[src/gst_pkg.sv]
// constants, field positions and types of the gated 16-bit timer
package gst_pkg;

	// register byte offsets
	localparam logic [7:0] OFF_CONTROL      = 8'h00;
	localparam logic [7:0] OFF_GATE_CONTROL = 8'h04;
	localparam logic [7:0] OFF_COUNT_PAIR   = 8'h08;
	localparam logic [7:0] OFF_CAPCMP_PAIR  = 8'h0C;
	localparam logic [7:0] OFF_FLAGS        = 8'h10;
	localparam logic [7:0] OFF_CC_MODE      = 8'h14;

	// timer_control fields
	localparam int CTL_CS_HI   = 7;
	localparam int CTL_CS_LO   = 6;
	localparam int CTL_PS_HI   = 5;
	localparam int CTL_PS_LO   = 4;
	localparam int CTL_OSC_EN  = 3;
	localparam int CTL_SYNC_N  = 2;
	localparam int CTL_UNUSED  = 1;
	localparam int CTL_ON      = 0;

	// timer_gate_control fields
	localparam int GCT_ENABLE  = 7;
	localparam int GCT_POL     = 6;
	localparam int GCT_TOGGLE  = 5;
	localparam int GCT_SPM     = 4;
	localparam int GCT_GO_DONE = 3;
	localparam int GCT_VALUE   = 2;
	localparam int GCT_SS_HI   = 1;
	localparam int GCT_SS_LO   = 0;

	// flag and capture/compare mode fields
	localparam int FLG_OVERFLOW = 0;
	localparam int FLG_GATE_EVT = 1;
	localparam int FLG_CC_EVT   = 2;
	localparam int CC_CAPTURE   = 0;
	localparam int CC_COMPARE   = 1;
	localparam int CC_SPECIAL   = 2;

	// reset values and count maximum
	localparam logic [7:0]  RST_CONTROL = 8'h00;
	localparam logic [7:0]  RST_GATE    = 8'h00;
	localparam logic [15:0] RST_COUNT   = 16'h0000;
	localparam logic [15:0] RST_CAPCMP  = 16'h0000;
	localparam logic [15:0] COUNT_MAX   = 16'hFFFF;

	// instruction clock is the system clock divided by four
	localparam int          INSTR_DIV    = 4;
	localparam logic [1:0]  INSTR_DIV_LAST = 2'(INSTR_DIV - 1);

	// clock source codes
	localparam logic [1:0] CS_INSTR = 2'h0;
	localparam logic [1:0] CS_SYS   = 2'h1;
	localparam logic [1:0] CS_PIN   = 2'h2;
	localparam logic [1:0] CS_CAPS  = 2'h3;

	// gate source codes
	localparam logic [1:0] GS_PIN   = 2'h0;
	localparam logic [1:0] GS_TMRA  = 2'h1;
	localparam logic [1:0] GS_T2    = 2'h2;
	localparam logic [1:0] GS_WDT   = 2'h3;

	// single-pulse acquisition states
	typedef enum logic [1:0] {
		SP_IDLE  = 2'b00,
		SP_ARMED = 2'b01,
		SP_RUN   = 2'b10
	} gst_sp_state_t;

endpackage

[src/gst_prescaler.sv]
// input prescaler: passes one of every 1, 2, 4 or 8 source ticks
`timescale 1ns/10ps
module gst_prescaler
#(
	parameter int PS_W = 3
)
(
	// clock and reset
	input  wire logic            clk,
	input  wire logic            rst_n,
	// control
	input  wire logic            clear,
	input  wire logic [1:0]      prescaleSel,
	// ticks
	input  wire logic            srcTick,
	output logic                 outTick
);

	generate
		if (PS_W < 3)
		begin : g_chk
			$error("gst_prescaler: PS_W must reach 1:8");
		end
	endgenerate

	logic [PS_W-1:0] cnt_q;
	logic [PS_W-1:0] cnt_d;
	logic [PS_W-1:0] mask;

	assign mask    = PS_W'((1 << prescaleSel) - 1);
	assign outTick = srcTick && ((cnt_q & mask) == mask);
	assign cnt_d   = clear ? '0 : (srcTick ? cnt_q + 1'b1 : cnt_q);

	always_ff @(posedge clk or negedge rst_n)
	begin
		if (!rst_n)
			cnt_q <= '0;
		else
			cnt_q <= cnt_d;
	end

endmodule // gst_prescaler

[src/gst_timer.sv]
// gated 16-bit timer with capture/compare time base and APB registers
//
// Added by the designer: the register addresses and the APB slave port.
`timescale 1ns/10ps

// Functional notes
// - capture event copies the whole count into the capture pair
// - compare event raised when compare pair equals the count
// - special event clears count without setting the overflow flag
// - with special event on, compare pair acts as the period
// - software count write beats a simultaneous special event clear
// - clock source: 11 cap-sense, 10 pin or crystal, 01 Fosc, 00 Fosc/4
// - prescale field divides by 1, 2, 4 or 8
// - oscillator-enable bit switches the low-power oscillator on or off
// - sync bit chooses sync or not for sources 1X, ignored otherwise
// - on bit enables counting; off stops count and clears toggle flop
// - gate-enable qualifies counting only while the timer is on
// - polarity bit selects active-high or active-low gate
// - toggle mode routes gate through a rising-edge toggle flop
// - single-pulse bit hands gate control to single-pulse acquisition
// - go/done reads 1 while armed; cleared when single-pulse is off
// - gate value bit shows the qualifying gate regardless of enable
// - gate source: pin, 8-bit overflow, timer-2 match, watchdog
// - watchdog oscillator on when gate enabled with watchdog source
// - control bits reset to zero; unimplemented bit reads zero
// - count rolls from all ones to zero and sets overflow flag
// - armed pulse counts from next rising edge, done on trailing edge
// - falling edge of gate value sets the gate event flag
module gst_timer
#(
	parameter int ADDR_W = 8
)
(
	// clock and reset
	input  wire logic              clk,
	input  wire logic              rst_n,
	// apb slave
	input  wire logic              psel,
	input  wire logic              penable,
	input  wire logic              pwrite,
	input  wire logic [ADDR_W-1:0] paddr,
	input  wire logic [31:0]       pwdata,
	input  wire logic [3:0]        pstrb,
	output logic      [31:0]       prdata,
	output logic                   pready,
	output logic                   pslverr,
	// clock sources
	input  wire logic              extClockPin,
	input  wire logic              lpOscClock,
	input  wire logic              capSenseOsc,
	// gate sources
	input  wire logic              gatePin,
	input  wire logic              timerAOverflow,
	input  wire logic              t2PeriodMatch,
	input  wire logic              wdtOverflow,
	// capture/compare unit
	input  wire logic              captureEvent,
	output logic                   compareEvent,
	// status and oscillator control
	output logic      [15:0]       countValue,
	output logic                   overflowFlag,
	output logic                   gateEventFlag,
	output logic                   lpOscEnable,
	output logic                   wdtOscEnable
);

	generate
		if (ADDR_W < 5)
		begin : g_chk
			$error("gst_timer: ADDR_W too small for the register map");
		end
	endgenerate

	////////////////////////////////////////////////////////////////////////////
	// state

	logic [7:0]                  ctrl_q;
	logic [7:0]                  gctrl_q;
	logic [2:0]                  ccMode_q;
	logic [15:0]                 count_q;
	logic [15:0]                 count_d;
	logic [15:0]                 capCmp_q;
	logic [15:0]                 capCmp_d;
	logic [2:0]                  flags_q;
	logic [2:0]                  flags_d;
	gst_pkg::gst_sp_state_t      spState_q;
	gst_pkg::gst_sp_state_t      spState_d;
	logic [1:0]                  instrDiv_q;
	logic                        extRaw_q;
	logic                        extRawPrev_q;
	logic                        extSync1_q;
	logic                        extSync2_q;
	logic                        extSync3_q;
	logic                        polPrev_q;
	logic                        toggle_q;
	logic                        stagePrev_q;
	logic                        gateVal_q;
	logic                        equal_q;
	logic                        compareEvent_q;
	logic                        wdtOsc_q;
	logic [31:0]                 prdata_q;
	logic                        pready_q;
	logic                        pslverr_q;

	////////////////////////////////////////////////////////////////////////////
	// apb decode

	logic [7:0]  addrByte;
	logic        setupPhase;
	logic        wrEn;
	logic        hitCtrl;
	logic        hitGate;
	logic        hitCount;
	logic        hitCapCmp;
	logic        hitFlags;
	logic        hitMode;
	logic        mapped;
	logic [31:0] readMux;

	assign addrByte   = 8'(paddr);
	assign setupPhase = psel && !penable;
	assign wrEn       = psel && penable && pready_q && pwrite && !pslverr_q;
	assign hitCtrl    = addrByte == gst_pkg::OFF_CONTROL;
	assign hitGate    = addrByte == gst_pkg::OFF_GATE_CONTROL;
	assign hitCount   = addrByte == gst_pkg::OFF_COUNT_PAIR;
	assign hitCapCmp  = addrByte == gst_pkg::OFF_CAPCMP_PAIR;
	assign hitFlags   = addrByte == gst_pkg::OFF_FLAGS;
	assign hitMode    = addrByte == gst_pkg::OFF_CC_MODE;
	assign mapped     = hitCtrl || hitGate || hitCount || hitCapCmp || hitFlags || hitMode;

	logic        goDone;
	logic [7:0]  gateReadback;
	logic [7:0]  ctrlReadback;

	assign goDone       = spState_q != gst_pkg::SP_IDLE;
	assign ctrlReadback = ctrl_q & ~(8'h01 << gst_pkg::CTL_UNUSED);
	assign gateReadback = {gctrl_q[7:4], goDone, gateVal_q, gctrl_q[1:0]};

	assign readMux = hitCtrl   ? {24'h000000, ctrlReadback} :
	                 hitGate   ? {24'h000000, gateReadback} :
	                 hitCount  ? {16'h0000, count_q} :
	                 hitCapCmp ? {16'h0000, capCmp_q} :
	                 hitFlags  ? {29'h0, flags_q} :
	                 hitMode   ? {29'h0, ccMode_q} : 32'h00000000;

	// no wait state: data and response latched in the setup cycle
	always_ff @(posedge clk or negedge rst_n)
	begin
		if (!rst_n)
		begin
			prdata_q  <= 32'h00000000;
			pready_q  <= 1'b0;
			pslverr_q <= 1'b0;
		end
		else
		begin
			pready_q  <= setupPhase;
			pslverr_q <= setupPhase && !mapped;
			if (setupPhase)
				prdata_q <= pwrite ? 32'h00000000 : readMux;
		end
	end

	assign prdata  = prdata_q;
	assign pready  = pready_q;
	assign pslverr = pslverr_q;

	////////////////////////////////////////////////////////////////////////////
	// control registers

	logic wrCtrl;
	logic wrGate;
	logic wrMode;
	logic wrFlags;

	assign wrCtrl  = wrEn && hitCtrl && pstrb[0];
	assign wrGate  = wrEn && hitGate && pstrb[0];
	assign wrMode  = wrEn && hitMode && pstrb[0];
	assign wrFlags = wrEn && hitFlags && pstrb[0];

	always_ff @(posedge clk or negedge rst_n)
	begin
		if (!rst_n)
		begin
			ctrl_q    <= gst_pkg::RST_CONTROL;
			gctrl_q   <= gst_pkg::RST_GATE;
			ccMode_q  <= 3'h0;
		end
		else
		begin
			if (wrCtrl)
				ctrl_q <= pwdata[7:0] & ~(8'h01 << gst_pkg::CTL_UNUSED);
			if (wrGate)
				gctrl_q <= pwdata[7:0] & 8'hF3;
			if (wrMode)
				ccMode_q <= pwdata[2:0];
		end
	end

	logic       timerOn;
	logic [1:0] clkSel;
	logic [1:0] gateSel;

	assign timerOn = ctrl_q[gst_pkg::CTL_ON];
	assign clkSel  = ctrl_q[gst_pkg::CTL_CS_HI:gst_pkg::CTL_CS_LO];
	assign gateSel = gctrl_q[gst_pkg::GCT_SS_HI:gst_pkg::GCT_SS_LO];

	////////////////////////////////////////////////////////////////////////////
	// clock source and prescaler

	logic srcLevel;
	logic rawEdge;
	logic syncEdge;
	logic pinEdge;
	logic instrTick;
	logic srcTick;
	logic countTick;

	// crystal replaces the pin when the low-power oscillator is enabled
	assign srcLevel  = (clkSel == gst_pkg::CS_CAPS) ? capSenseOsc :
	                   ctrl_q[gst_pkg::CTL_OSC_EN] ? lpOscClock : extClockPin;
	assign rawEdge   = extRaw_q && !extRawPrev_q;
	assign syncEdge  = extSync2_q && !extSync3_q;
	assign pinEdge   = ctrl_q[gst_pkg::CTL_SYNC_N] ? rawEdge : syncEdge;
	assign instrTick = instrDiv_q == gst_pkg::INSTR_DIV_LAST;
	assign srcTick   = (clkSel == gst_pkg::CS_INSTR) ? instrTick :
	                   (clkSel == gst_pkg::CS_SYS)   ? 1'b1 : pinEdge;

	always_ff @(posedge clk or negedge rst_n)
	begin
		if (!rst_n)
		begin
			instrDiv_q   <= 2'h0;
			extRaw_q     <= 1'b0;
			extRawPrev_q <= 1'b0;
			extSync1_q   <= 1'b0;
			extSync2_q   <= 1'b0;
			extSync3_q   <= 1'b0;
		end
		else
		begin
			instrDiv_q   <= instrDiv_q + 2'h1;
			extRaw_q     <= srcLevel;
			extRawPrev_q <= extRaw_q;
			extSync1_q   <= srcLevel;
			extSync2_q   <= extSync1_q;
			extSync3_q   <= extSync2_q;
		end
	end

	gst_prescaler #(
		.PS_W (3)
	) u_prescaler (
		.clk         (clk),
		.rst_n       (rst_n),
		.clear       (!timerOn),
		.prescaleSel (ctrl_q[gst_pkg::CTL_PS_HI:gst_pkg::CTL_PS_LO]),
		.srcTick     (srcTick),
		.outTick     (countTick)
	);

	////////////////////////////////////////////////////////////////////////////
	// gate unit

	logic gateRaw;
	logic gatePol;
	logic polRise;
	logic gateStage;
	logic stageRise;
	logic stageFall;
	logic gateQual;
	logic spMode;
	logic armWrite;

	assign gateRaw   = (gateSel == gst_pkg::GS_PIN)  ? gatePin :
	                   (gateSel == gst_pkg::GS_TMRA) ? timerAOverflow :
	                   (gateSel == gst_pkg::GS_T2)   ? t2PeriodMatch : wdtOverflow;
	assign gatePol   = gctrl_q[gst_pkg::GCT_POL] ? gateRaw : !gateRaw;
	assign polRise   = gatePol && !polPrev_q;
	assign gateStage = gctrl_q[gst_pkg::GCT_TOGGLE] ? toggle_q : gatePol;
	assign stageRise = gateStage && !stagePrev_q;
	assign stageFall = !gateStage && stagePrev_q;
	assign spMode    = gctrl_q[gst_pkg::GCT_SPM];
	assign armWrite  = wrGate && pwdata[gst_pkg::GCT_GO_DONE] && pwdata[gst_pkg::GCT_SPM];
	// in single-pulse mode only the captured pulse qualifies the count
	assign gateQual  = spMode ? (spState_q == gst_pkg::SP_RUN) : gateStage;

	always_comb
	begin
		spState_d = spState_q;
		case (spState_q)
			gst_pkg::SP_IDLE:
				if (armWrite)
					spState_d = gst_pkg::SP_ARMED;
			gst_pkg::SP_ARMED:
				if (stageRise)
					spState_d = gst_pkg::SP_RUN;
			gst_pkg::SP_RUN:
				if (stageFall)
					spState_d = gst_pkg::SP_IDLE;
			default:
				spState_d = gst_pkg::SP_IDLE;
		endcase
		if (wrGate && !pwdata[gst_pkg::GCT_GO_DONE])
			spState_d = gst_pkg::SP_IDLE;
		if (!spMode && !armWrite)
			spState_d = gst_pkg::SP_IDLE;
	end

	always_ff @(posedge clk or negedge rst_n)
	begin
		if (!rst_n)
		begin
			polPrev_q   <= 1'b0;
			toggle_q    <= 1'b0;
			stagePrev_q <= 1'b0;
			gateVal_q   <= 1'b0;
			spState_q   <= gst_pkg::SP_IDLE;
			wdtOsc_q    <= 1'b0;
		end
		else
		begin
			polPrev_q   <= gatePol;
			stagePrev_q <= gateStage;
			spState_q   <= spState_d;
			gateVal_q   <= gateQual;
			if (!timerOn || !gctrl_q[gst_pkg::GCT_TOGGLE])
				toggle_q <= 1'b0;
			else if (polRise)
				toggle_q <= !toggle_q;
			wdtOsc_q    <= gctrl_q[gst_pkg::GCT_ENABLE] && (gateSel == gst_pkg::GS_WDT);
		end
	end

	assign lpOscEnable  = ctrl_q[gst_pkg::CTL_OSC_EN];
	assign wdtOscEnable = wdtOsc_q;

	////////////////////////////////////////////////////////////////////////////
	// count, capture and compare

	logic [15:0] countMerged;
	logic [15:0] capCmpMerged;
	logic        wrCount;
	logic        wrCapCmp;
	logic        countWritten;
	logic        capCmpWritten;
	logic        incEnable;
	logic        incTick;
	logic        equalNow;
	logic        matchPulse;
	logic        specialClear;
	logic        captureNow;
	logic        overflowSet;

	assign wrCount  = wrEn && hitCount;
	assign wrCapCmp = wrEn && hitCapCmp;

	genvar lane;
	generate
		for (lane = 0; lane < 2; lane++)
		begin : g_lane
			assign countMerged[lane*8 +: 8]  = (wrCount && pstrb[lane]) ?
			                                   pwdata[lane*8 +: 8] : count_q[lane*8 +: 8];
			assign capCmpMerged[lane*8 +: 8] = (wrCapCmp && pstrb[lane]) ?
			                                   pwdata[lane*8 +: 8] : capCmp_q[lane*8 +: 8];
		end
	endgenerate

	assign countWritten  = wrCount && (pstrb[1:0] != 2'h0);
	assign capCmpWritten = wrCapCmp && (pstrb[1:0] != 2'h0);
	// gate enable only matters while the timer is on
	assign incEnable     = timerOn && (!gctrl_q[gst_pkg::GCT_ENABLE] || gateVal_q);
	assign incTick       = incEnable && countTick;
	assign equalNow      = count_q == capCmp_q;
	assign matchPulse    = ccMode_q[gst_pkg::CC_COMPARE] && equalNow && !equal_q;
	assign specialClear  = matchPulse && ccMode_q[gst_pkg::CC_SPECIAL];
	assign captureNow    = ccMode_q[gst_pkg::CC_CAPTURE] && captureEvent;
	assign overflowSet   = incTick && !countWritten && !specialClear &&
	                       (count_q == gst_pkg::COUNT_MAX);

	always_comb
	begin
		if (countWritten)
			count_d = countMerged;
		else if (specialClear)
			count_d = 16'h0000;
		else if (incTick)
			count_d = count_q + 16'h0001;
		else
			count_d = count_q;
	end

	// software write to the pair beats a capture in the same cycle
	assign capCmp_d = capCmpWritten ? capCmpMerged :
	                  captureNow ? count_q : capCmp_q;

	// flags: hardware set wins over a write-one clear
	assign flags_d[gst_pkg::FLG_OVERFLOW] = overflowSet ||
		(flags_q[gst_pkg::FLG_OVERFLOW] && !(wrFlags && pwdata[gst_pkg::FLG_OVERFLOW]));
	assign flags_d[gst_pkg::FLG_GATE_EVT] = (gateVal_q && !gateQual) ||
		(flags_q[gst_pkg::FLG_GATE_EVT] && !(wrFlags && pwdata[gst_pkg::FLG_GATE_EVT]));
	assign flags_d[gst_pkg::FLG_CC_EVT]   = matchPulse || captureNow ||
		(flags_q[gst_pkg::FLG_CC_EVT] && !(wrFlags && pwdata[gst_pkg::FLG_CC_EVT]));

	always_ff @(posedge clk or negedge rst_n)
	begin
		if (!rst_n)
		begin
			count_q        <= gst_pkg::RST_COUNT;
			capCmp_q       <= gst_pkg::RST_CAPCMP;
			flags_q        <= 3'h0;
			equal_q        <= 1'b0;
			compareEvent_q <= 1'b0;
		end
		else
		begin
			count_q        <= count_d;
			capCmp_q       <= capCmp_d;
			flags_q        <= flags_d;
			equal_q        <= equalNow;
			compareEvent_q <= matchPulse;
		end
	end

	assign countValue    = count_q;
	assign compareEvent  = compareEvent_q;
	assign overflowFlag  = flags_q[gst_pkg::FLG_OVERFLOW];
	assign gateEventFlag = flags_q[gst_pkg::FLG_GATE_EVT];

endmodule // gst_timer

[config.mk]
export PLATFORM = sky130hd
export DESIGN_NAME = gst_timer
export DESIGN_NICKNAME = d
export VERILOG_FILES = /design/src/gst_pkg.sv /design/src/gst_prescaler.sv /design/src/gst_timer.sv
export SDC_FILE = /design/constraint.sdc
export NUM_CORES = 1
export LEC_CHECK = 0
export BUFFER_PORTS_ARGS = -buffer_cell sky130_fd_sc_hd__buf_2
export CAP_MARGIN = 20
export CORE_ASPECT_RATIO = 1.1
export CORE_MARGIN = 1
export CORE_UTILIZATION = 30
export DETAILED_ROUTE_END_ITERATION = 10
export PLACE_DENSITY_LB_ADDON = 0.08
export REMOVE_ABC_BUFFERS = 1
export SLEW_MARGIN = 40
export SYNTH_ARGS = -nofsm -noshare
export SYNTH_HDL_FRONTEND = slang
export SYNTH_SLANG_ARGS = --single-unit
[constraint.sdc]
create_clock -name clk -period 2.72 [get_ports clk]
set_clock_uncertainty 0.05 [all_clocks]
set_input_delay 0.272 -clock clk [delete_from_list [all_inputs] [get_ports clk]]
set_output_delay 0.272 -clock clk [all_outputs]
set_load 0.03 [all_outputs]
* After elaboration in Yosys (flattened, before gate mapping)
Cells that the tools add are included.
** Storage, ports and cells
- Register bits after elaboration :: 102
** Cells by class
- Add/sub/neg operators :: 4
- Equal/unequal tests :: 24
- Shift-type cells :: 1
- Mux-type cells :: 37
- Bitwise logic cells :: 1
- Reductions and logical operators :: 97
** Operators with widths (count)
- $mux 16 :: 10
- $logic_and 1x1->1 :: 49
- $mux 8 :: 4
- $logic_not 1->1 :: 23
- $add 16x1->16 const B :: 1
- $eq 16x16->1 :: 1
- $eq 16x16->1 const B :: 1
- $eq 8x4->1 const B :: 2
- $eq 8x5->1 const B :: 2
- $mux 1 :: 13
- $mux 3 :: 4
- $logic_or 1x1->1 :: 11
- $eq 2x2->1 const B :: 5
- $mux 2 :: 5
- $ne 2x1->1 const B :: 5
- $eq 8x3->1 const B :: 1
- $logic_not 8->1 :: 1
- $ne 4x4->1 const B :: 2
- $reduce_and 2->1 :: 4
- $reduce_bool 2->1 :: 4
- $eq 2x1->1 const B :: 3
- $logic_not 2->1 :: 3
- $pmux 2 s3 :: 1
- $ne 4x2->1 const B :: 1
- 8 further kinds :: 8

* Longest topological paths before layout
Gate-level depths: netlist of the first run.
- Depth in word-level cells :: 13
- Gate-level depth with buffers :: 8

* Hierarchy
A second synthesis of the first run with hierarchy kept.
** Unflattened totals
- Cells, all modules :: 514
- Area, all modules :: 4898.4 um^2
** Modules (own cells, without submodules)
- gst_timer :: instances 1, cells each 498, area an instance 4734.5 um^2, sequential area each 2077.0 um^2
- gst_prescaler :: instances 1, cells each 16, area an instance 163.9 um^2, sequential area each 75.1 um^2

* Worst setup path before layout of the first run
Ideal clock, no wire load.
- Path kind :: flip-flop to flip-flop
- From :: register count_q[3], in the netlist countValue[3]
- To :: register count_q[11], in the netlist countValue[11]
- Library setup time :: 0.129 ns
- Data arrival time :: 2.095 ns
- Required time :: 2.541 ns
- Setup slack :: 0.446 ns
- Stages on the path, launching flop included :: 9
- Buffers on the path :: 2
- Cells stage by stage :: dfrtp_1 buf_6 xnor2_1 nand4_1 nor4_4 a211oi_4 buf_2 o31ai_1 o21ai_1
** Between the ends
- Cells in the longest elaborated chain, start to end :: 6
** Ends and longest elaborated chain
- from (decl) :: line gst_timer.sv:80 : logic [15:0] count_q;
- from (signal assigned) :: line gst_timer.sv:409 : count_q <= gst_pkg::RST_COUNT;
- from (signal assigned) :: line gst_timer.sv:417 : count_q <= count_d;
- $eq 16x16->1 (*) :: line gst_timer.sv:374 : assign equalNow = count_q == capCmp_q;
- named net equalNow :: line gst_timer.sv:349 : logic equalNow;
- $logic_and 1x1->1 (*) (2 in a row) :: line gst_timer.sv:375 : assign matchPulse = ccMode_q[gst_pkg::CC_COMPARE] && equalNow && !equal_q;
- $logic_and 1x1->1 (*) :: line gst_timer.sv:376 : assign specialClear = matchPulse && ccMode_q[gst_pkg::CC_SPECIAL];
- $reduce_bool 3->1 (no line) / $mux 16 (equally long branches)
- $reduce_and 2->1 (no line) / $mux 16 (equally long branches)
Mark *: on every way through the listed nets, which the timed path passes. The rest lies on a longest branch. The select of a mux whose other input is x is not followed.
A chain may end at the register's enable or synchronous reset.

* Worst setup path in the final report of the first run
- From :: register capCmp_q[1]
- To :: register count_q[10], in the netlist countValue[10]
** Between the ends
- Cells in the longest elaborated chain, start to end :: 6
** Ends and longest elaborated chain
- from (decl) :: line gst_timer.sv:82 : logic [15:0] capCmp_q;
- from (signal assigned) :: line gst_timer.sv:410 : capCmp_q <= gst_pkg::RST_CAPCMP;
- from (signal assigned) :: line gst_timer.sv:418 : capCmp_q <= capCmp_d;
- $eq 16x16->1 (*) :: line gst_timer.sv:374
- named net equalNow :: line gst_timer.sv:349
- $logic_and 1x1->1 (*) (2 in a row) :: line gst_timer.sv:375
- $logic_and 1x1->1 (*) :: line gst_timer.sv:376
- $reduce_bool 3->1 (no line) / $mux 16 (equally long branches)
- $reduce_and 2->1 (no line) / $mux 16 (equally long branches)
Mark *: on every way through the listed nets, which the timed path passes. The rest lies on a longest branch.

==> metrics.md, run 1 <==
| Metric | Value |
|---|---|
| Status | `complete, no violations` |
| Sequential fraction of the synthesis area | `44.2%` |
| Post-route ant nets | `0` |
| TNS Setup | `0 ns` |
| Max stage delay on crit path | `0.44 ns` |
| Area Growth Syn to Fin | `21.7%` |
| Data arrival time of the worst path | `2.56 ns` |
| Total power | `3.19 mW` |
| Crit path time final | `2.34 ns` |
| # clock sinks | `86` |
| Peak Freq | `428 MHz` |
| GRT Resource Usage Total | `19.5%` |
| Hold path start | `captureEvent` |
| Post-Syn Instances | `506` |
| # setup viols final | `0` |
| Required time worst endpoint | `2.94 ns` |
| Synth unique cells | `64` |
| CTS tree | `built` |
| Hold Path Class | `in2reg` |
| Flops & latches, synth | `86` |
| Critical path cell sequence | `xnor2_1 > nand4_1 > nor4_4 > a211oi_4 > or2_0 > o22ai_1` |
| Number of gates resized after CTS | `0` |
| Tcrit/Tclk final | `86.0%` |
| Peak supply drop | `0.000279 V` |
| Placer Congestion | `0.802` |
| Top delay family on crit path | `simple AND/OR/NAND/NOR gates` |
| Kind of critical path | `reg2reg` |
| Initial antenna violation count | `1` |
| Layout filler cell count | `1,668` |
| Yosys warns | `0` |
| Commonest non-fill, non-tap cells in the layout | `dfrtp_1 (86), buf_2 (76), nor2_1 (44)` |
| Pwr Density | `538 nW/um2` |
| Hold Fails Final Rpt | `0` |
| FP Rows | `48` |
| Diodes inserted | `0` |
| Drt first pass iters | `4` |
| Nets | `670` |
| Routed WL | `15.6 mm` |
| P_leak | `2.65 nW` |
| Multi-input gate area | `2430 um2` |
| Clock buffer count from CTS | `9` |
| Number of global-route vias before repair | `4,192` |
| Post-Syn Area per Cell | `9.62 um2` |
| DRC violations left | `0` |
| Nature of the critical path startpoint | `flop` |
| Clock Path Buffers | `2` |
| H-tree level count | `3` |
| Crit path from | `capCmp_q[1]` |
| Die Width | `123 um` |
| Max_slew headroom | `52.3%` |
| First-pass GRT wire length | `23.8 mm` |
| PortBufs | `77` |
| Clk_lat worst skew | `0.35 ns` |
| Critical R2R Launch | `capCmp_q[1]` |
| Vias | `4,228` |
| Root buffer cell | `clkbuf_16` |
| Core ar. | `15,800 um2` |
| Starting DRT DRC Count | `210` |
| Vert. Die Dim | `136 um` |
| Post-CTS setup buffer count | `0` |
| RSZ-0062 raised after global routing | `no` |
| CP Max Fanout | `8` |
| Total gr overflow | `0` |
| Critical Path End Type | `flop` |
| EDFF count, synth | `0` |
| Most used DFF post-synth | `dfrtp_1` |
| DR WL/cell | `19.1 um` |
| Initial core utilization | `30.8%` |
| Vias/cell | `5.19` |
| Async SR Flop Fraction | `100%` |
| Commonest non-fill, non-tap cell in the layout | `dfrtp_1` |
| Slew @ Worst Pin | `0.711 ns` |
| Buf/Inv on CP | `0` |
| Slew Viols, Final | `0` |
| Fraction of layout cells with a size suffix above 1 | `26.3%` |
| # IOs | `112` |
| Reg clk slew, reported paths | `0.06 ns` |
| Die area | `16,700 um2` |
| Register area | `2150 um2` |
| Max Cap Violations | `0` |
| HPWL after DPL | `11.8 mm` |
| Cell Area, Synth | `4870 um2` |
| Largest net degree at the start of global routing | `52` |
| Slowest stage cell on the critical path | `or2_0` |
## layer usage
| layer | global-route usage [%] | wire length (um) | part of all wire, % | up-vias |
|---|---|---|---|---|
| met2 | 33.8 | 7970 | 51 | 108 |
| met4 | 8.23 | 375 | 2.4 | 2 |
| met3 | 2.90 | 665 | 4.3 | 27 |
| met1 | 24.0 | 6520 | 42 | 2083 |
| li1 | - | - | - | 2008 |
| met5 | 0 | 12 | 0.077 | - |
## synth_stat cells (3+ instances only)
cell,count,area (um2)
o21ai_0,20,100
nand4_1,6,37.5
nor2b_1,4,25.0
a21oi_1,34,170
mux2i_1,24,240
nand3_1,8,40.0
and3_1,9,56.3
nor2_2,3,18.8
dfrtp_1,86,2150
xnor2_1,19,166
nor4_1,4,25.0
a211oi_1,13,97.6
o41ai_1,4,35.0
inv_1,25,93.8
mux2_2,14,158
a22oi_1,15,113
buf_2,4,20.0
nand2_1,40,150
nor2_1,44,165
a221oi_1,3,26.3
buf_6,5,56.3
o22ai_1,9,56.3
o21ai_1,7,35.0
clkbuf_1,11,41.3
nand2b_1,7,43.8
ha_1,3,37.5
o31ai_1,7,52.6
a32oi_1,6,52.6
nor3_1,6,30.0
buf_4,18,135
a21boi_0,3,22.5
nor3b_1,3,22.5
## registers in the layout (all words and copies together) (netlist names)
signal and cells:
capCmp_q 16, ccMode_q 3, compareEvent 1, countValue 16
ctrl_q 7, equal_q 1, extSync1_q 1, extSync2_q 1
extSync3_q 1, flags_q 3, gateVal_q 1, gctrl_q 6
instrDiv_q 2, polPrev_q 1, prdata 16, pready 1
pslverr 1, spState_q 2, stagePrev_q 1, toggle_q 1
u_prescaler.cnt_q 3, wdtOscEnable 1
## kinds of logic (layout without fill, tap and decap cells)
logic type,count (synthesis),after routing,synth area share [%]
xor gates and xnor gates,20,20,3.75
adders and majority gates,3,3,0.771
buffers and inverters,65,159,7.28
AOI/OAI and AO/OA,139,139,18.9
muxes,39,39,8.64
other,1,16,0.0771
DFF,86,86,44.2
and+or+nand+nor,153,153,16.3
## what timing repair did
| action | CTS | global route |
|---|---|---|
| endpoints found under the setup margin | 0 | 0 |
| endpoints found under the hold margin | 35 | 0 |
| hold buffers | 1 | 0 |
## worst paths after layout
path | endpoint | slack [ns] | cells after the start
min | flags_q[2] | 0.14 | 2
min reg2reg | extSync2_q | 0.32 | 0
max in group asynchronous | ccMode_q[1] | 1.57 | 3
max | countValue[10] | 0.38 | 6
max reg2reg | countValue[10] | 0.38 | 6
min in group asynchronous | prdata[5] | 0.39 | 2
## metrics by stage
| stage | worst slack, ns | cell area (um2) | hold WS, ns | cells | utilization (%) |
|---|---|---|---|---|---|
| after floorplan | 0.226 | 4670 | -0.0736 | 482 | - |
| after global placement | 0.298 | 5630 | 0.233 | 798 | 35.6 |
| after detailed placement | 0.391 | 5630 | 0.235 | 798 | 35.7 |
| after CTS | 0.392 | 5920 | 0.125 | 815 | 37.5 |
| after global routing | 0.343 | 5920 | 0.130 | 815 | 37.5 |
| final | 0.382 | 5920 | 0.139 | 815 | 37.5 |
## cell type report
cell class / instances / share of cell area [%]
well taps: 200 / 4.23
flip-flops and latches: 86 / 36.3
clock inverters: 5 / 0.592
repair buffers: 117 / 12.1
multi-input cells: 370 / 41.0
inverters: 26 / 1.65
clock buffers: 11 / 4.10
## report_power, final
group	switching [mW]	internal [mW]	total, mW
logic	0.392	0.207	0.598
registers	0.0625	1.34	1.41
clock network	0.537	0.645	1.18
total	0.991	2.19	3.19
No activity file was read; power rests on OpenSTA's default activity.
==> run 2, diff against run 1 <==
Settings changed: CORE_UTILIZATION 30 to 35.
==> metrics.md, run 2 (same netlist as run 1, synthesis figures left out) <==
| Metric | Value |
|---|---|
| Status | `complete, no violations` |
| Critical path cell sequence | `xnor2_1 > nand4_1 > nor4_4 > a211oi_4 > or2_0 > o22ai_1` |
| TNS Setup | `0 ns` |
| Die Width | `114 um` |
| CTS tree | `built` |
| Initial antenna violation count | `0` |
| Placer Congestion | `0.873` |
| Max stage delay on crit path | `0.63 ns` |
| Commonest non-fill, non-tap cells in the layout | `dfrtp_1 (86), buf_2 (76), nor2_1 (44)` |
| Hold Path Class | `in2reg` |
| P_leak | `2.63 nW` |
| Required time worst endpoint | `2.93 ns` |
| Final std cells w/o fill | `794` |
| Clk_lat worst skew | `0.34 ns` |
| Number of global-route vias before repair | `4,194` |
| Vias/cell | `5.29` |
| H-tree level count | `3` |
| Kind of critical path | `reg2reg` |
| Root buffer cell | `clkbuf_16` |
| Fraction of layout cells with a size suffix above 1 | `25.7%` |
| Hold Fails Final Rpt | `0` |
| Clock Path Buffers | `2` |
| Reg clk slew, reported paths | `0.06 ns` |
| FP Rows | `44` |
| Slew @ Worst Pin | `0.757 ns` |
| Tcrit/Tclk final | `93.6%` |
| # IOs | `112` |
| Vert. Die Dim | `126 um` |
| Routed WL | `15.1 mm` |
| RSZ-0062 raised after global routing | `no` |
| GRT Resource Usage Total | `22.0%` |
| Placed cell count | `777` |
| CP Max Fanout | `9` |
| # clock sinks | `86` |
| Slew Viols, Final | `0` |
| Data arrival time of the worst path | `2.76 ns` |
| First-pass GRT wire length | `23.5 mm` |
| Starting DRT DRC Count | `201` |
| Post-route ant nets | `0` |
| Critical Path End Type | `flop` |
| Area Growth Syn to Fin | `20.6%` |
| Nets | `665` |
| Largest net degree at the start of global routing | `45` |
| Core ar. | `13,400 um2` |
| Clock buffer count from CTS | `9` |
| Vias | `4,201` |
| DRC violations left | `0` |
| PortBufs | `77` |
| Peak supply drop | `0.000241 V` |
| Die area | `14,400 um2` |
| HPWL after DPL | `11.4 mm` |
| Total gr overflow | `0` |
| Diodes inserted | `0` |
| Commonest non-fill, non-tap cell in the layout | `dfrtp_1` |
| DR WL/cell | `19.0 um` |
| Max Cap Violations | `0` |
| Peak Freq | `393 MHz` |
| Pwr Density | `544 nW/um2` |
| Nature of the critical path startpoint | `flop` |
| Initial core utilization | `36.4%` |
| Drt first pass iters | `5` |
| Crit path time final | `2.55 ns` |
| Final hold slack | `0.146 ns` |
| # setup viols final | `0` |
| Slowest stage cell on the critical path | `nor4_4` |
| Max_slew headroom | `49.5%` |
==> run 2: cell count changes in the layout (fill, tap and decap cells not counted), sizes merged <==
cell    delta
clkinv     -2
buf        -5
clkbuf     +2
==> run 2: cell type report <==
class                      instances  area (um2)
fill                            1355        7510
multi-input combinational        370        2440
inverter                          26        97.6
clock inverter                     3        17.5
clock buffer                      13         270
timing repair buffer             112         666
sequential                        86        2150
tap                              184         230
==> run 2: path summary, 6_finish.rpt <==
path                                   to  cells after the start  slack, ns          from
setup / recovery           countValue[10]                      6       0.17   capCmp_q[2]
hold / removal                 flags_q[2]                      2       0.15  captureEvent
setup reg to reg           countValue[10]                      6       0.17   capCmp_q[2]
hold reg to reg                extSync2_q                      0       0.32    extSync1_q
max in group asynchronous   countValue[5]                      3       1.52         rst_n
min in group asynchronous   instrDiv_q[0]                      2       0.44         rst_n
==> run 2: report_power, final <==
part | total (mW) | switching, mW | internal, mW
Combinational | 0.592 | 0.385 | 0.207
Sequential | 1.41 | 0.0627 | 1.34
Clock | 1.20 | 0.504 | 0.691
Total | 3.19 | 0.952 | 2.24
==> run 2: metrics by stage <==
step	total power, mW	utilization [%]	cell area, um2	setup slack [ns]
2_1_floorplan	1.75	-	4670	0.226
3_3_place_gp	2.01	41.5	5560	0.160
3_5_place_dp	2.02	41.6	5570	0.149
4_1_cts	3.24	43.9	5870	0.178
5_1_grt	3.33	43.9	5870	0.0139
6_report	3.19	43.9	5870	0.173
==> run 2: what timing repair did <==
| item | 4_1_cts | 5_1_grt |
|---|---|---|
| buffers inserted | 0 | 0 |
| hold buffers | 1 | 0 |
| endpoints found under the hold margin | 42 | 0 |
| gates resized for setup | 0 | 0 |
==> run 2: worst max-delay path: cells and delay by family, from the launching register on <==
kind,cells,cell delay [ns]
simple gates,3,1.31
compound gates,2,0.47
flops,1,0.40
xor+xnor,1,0.23
==> run 2: layer usage <==
layer	GRT usage, %	share of wire, %	wire length (um)	vias to the layer above
li1	-	-	-	1999
met1	27.0	42	6400	2054
met2	37.9	51	7650	123
met3	3.08	3.9	581	25
met4	10.8	3.0	448	0
met5	0	0	0	-
==> run 3, diff against run 2 <==
Settings changed: CORE_UTILIZATION 35 to 36.
==> metrics.md, run 3 (same netlist as run 1, synthesis figures left out) <==
| Metric | Value |
|---|---|
| Largest net degree at the start of global routing | `56` |
| Hold-fix buffers, CTS | `1` |
| Vias/cell | `5.50` |
| Peak Freq | `389 MHz` |
| Die area | `14,000 um2` |
| TNS Setup | `0 ns` |
| Data arrival time of the worst path | `2.78 ns` |
| Layout filler cell count | `1,331` |
| Number of global-route vias before repair | `4,249` |
| Clock buffer count from CTS | `9` |
| Root buffer cell | `clkbuf_16` |
| Register area | `2150 um2` |
| Routed WL | `15.1 mm` |
| Peak supply drop | `0.000275 V` |
| Final hold slack | `0.131 ns` |
| Required time worst endpoint | `2.93 ns` |
| Nets | `661` |
| Setup slack at placement | `0.159 ns` |
| Core Util, Final | `43.9%` |
| Starting DRT DRC Count | `304` |
| Hold Path Class | `in2reg` |
| Die Width | `113 um` |
| Number of gates resized after CTS | `0` |
| DRC violations left | `0` |
| Kind of critical path | `reg2reg` |
| Initial antenna violation count | `0` |
| Vert. Die Dim | `124 um` |
| Total gr overflow | `0` |
| FP Rows | `44` |
| HPWL after DPL | `11.4 mm` |
| Diodes inserted | `0` |
| # setup viols final | `0` |
| RSZ-0062 raised after global routing | `no` |
| Slew @ Worst Pin | `0.692 ns` |
| Buf/Inv on CP | `0` |
| Initial core utilization | `36.8%` |
| # clock sinks | `86` |
| Vias | `4,213` |
| WHS Path Cells | `2` |
| Post-CTS setup buffer count | `0` |
| PortBufs | `77` |
| GRT Resource Usage Total | `23.0%` |
| Commonest non-fill, non-tap cells in the layout | `dfrtp_1 (86), buf_2 (76), nor2_1 (44)` |
| Top delay family on crit path | `simple AND/OR/NAND/NOR gates` |
| Critical Path End Type | `flop` |
| Core ar. | `13,200 um2` |
| Stages on the worst setup path | `6` |
| Reg clk slew, reported paths | `0.06 ns` |
| Area Growth Syn to Fin | `19.1%` |
| Slew Viols, Final | `0` |
| # IOs | `112` |
| Placer Congestion | `0.865` |
| DR WL/cell | `19.7 um` |
| Slowest stage cell on the critical path | `nor4_4` |
| Hold Fails Final Rpt | `0` |
| Crit path time final | `2.57 ns` |
| P_leak | `2.60 nW` |
| Placed cell count | `750` |
| First-pass GRT wire length | `24.0 mm` |
| Post-route ant nets | `0` |
| Register-to-Register Path Depth | `6` |
| CP Max Fanout | `9` |
| Pwr Density | `542 nW/um2` |
| Max_slew headroom | `53.8%` |
| Max Cap Violations | `0` |
| Final std cells w/o fill | `766` |
| Tcrit/Tclk final | `94.6%` |
| Multi-input gate area | `2440 um2` |
| Nature of the critical path startpoint | `flop` |
| Clock Path Buffers | `2` |
| Drt first pass iters | `4` |
| Fraction of layout cells with a size suffix above 1 | `25.1%` |
| Setup slack after layout | `0.148 ns` |
| CTS tree | `built` |
| H-tree level count | `3` |
| Max stage delay on crit path | `0.58 ns` |
| Clk_lat worst skew | `0.35 ns` |
| Critical path cell sequence | `xnor2_1 > nand4_1 > nor4_4 > a211oi_4 > or2_0 > o22ai_1` |
| Status | `complete, no violations` |
| Commonest non-fill, non-tap cell in the layout | `dfrtp_1` |
run 3: cell types whose count changed in the layout (fill, tap and decap cells not counted):
cell | previous run | this run
clkbuf_1 | 1 | 2
o2bb2ai_2 | 0 | 1
clkbuf_8 | 3 | 1
clkinv_2 | 2 | 1
buf_4 | 34 | 30
clkinv_4 | 0 | 1
o2bb2ai_1 | 2 | 1
run 3: layout make-up:
cell class	count	area share, %
Clock buffer	12	4.25
Clock inverter	3	0.367
Multi-Input combinational cell	370	42.1
Sequential cell	86	37.1
Tap cell	161	3.48
Inverter	26	1.68
Timing Repair Buffer	108	11.0
run 3: metrics by stage:
step	total power, mW	cell area (um2)
after global placement	2.02	5500
final	3.14	5800
after detailed placement	2.02	5520
after global routing	3.29	5800
after CTS	3.18	5800
after floorplan	1.75	4670
run 3: power breakdown:
part           internal [mW]  total, mW  leakage, nW  switching (mW)
clock network          0.639       1.15        0.129           0.510
registers               1.34       1.42         1.15          0.0716
logic                  0.203      0.580         1.32           0.377
run 3: final timing paths:
check                             startpoint              to  slack [ns]
worst min-delay path            captureEvent      flags_q[2]        0.13
worst max-delay path             capCmp_q[2]  countValue[10]        0.15
worst max register to register   capCmp_q[2]  countValue[10]        0.15
max in group asynchronous              rst_n   countValue[8]        1.60
min in group asynchronous              rst_n       prdata[7]        0.37
worst min register to register    extSync1_q      extSync2_q        0.33
run 3: per-layer routing:
metal | GRT usage [%] | routed length, um | vias up
met1 | 27.1 | 6330 | 2103
met5 | 0 | 0 | -
met3 | 5.40 | 641 | 22
li1 | - | - | 1986
met4 | 7.32 | 312 | 0
met2 | 41.4 | 7810 | 102
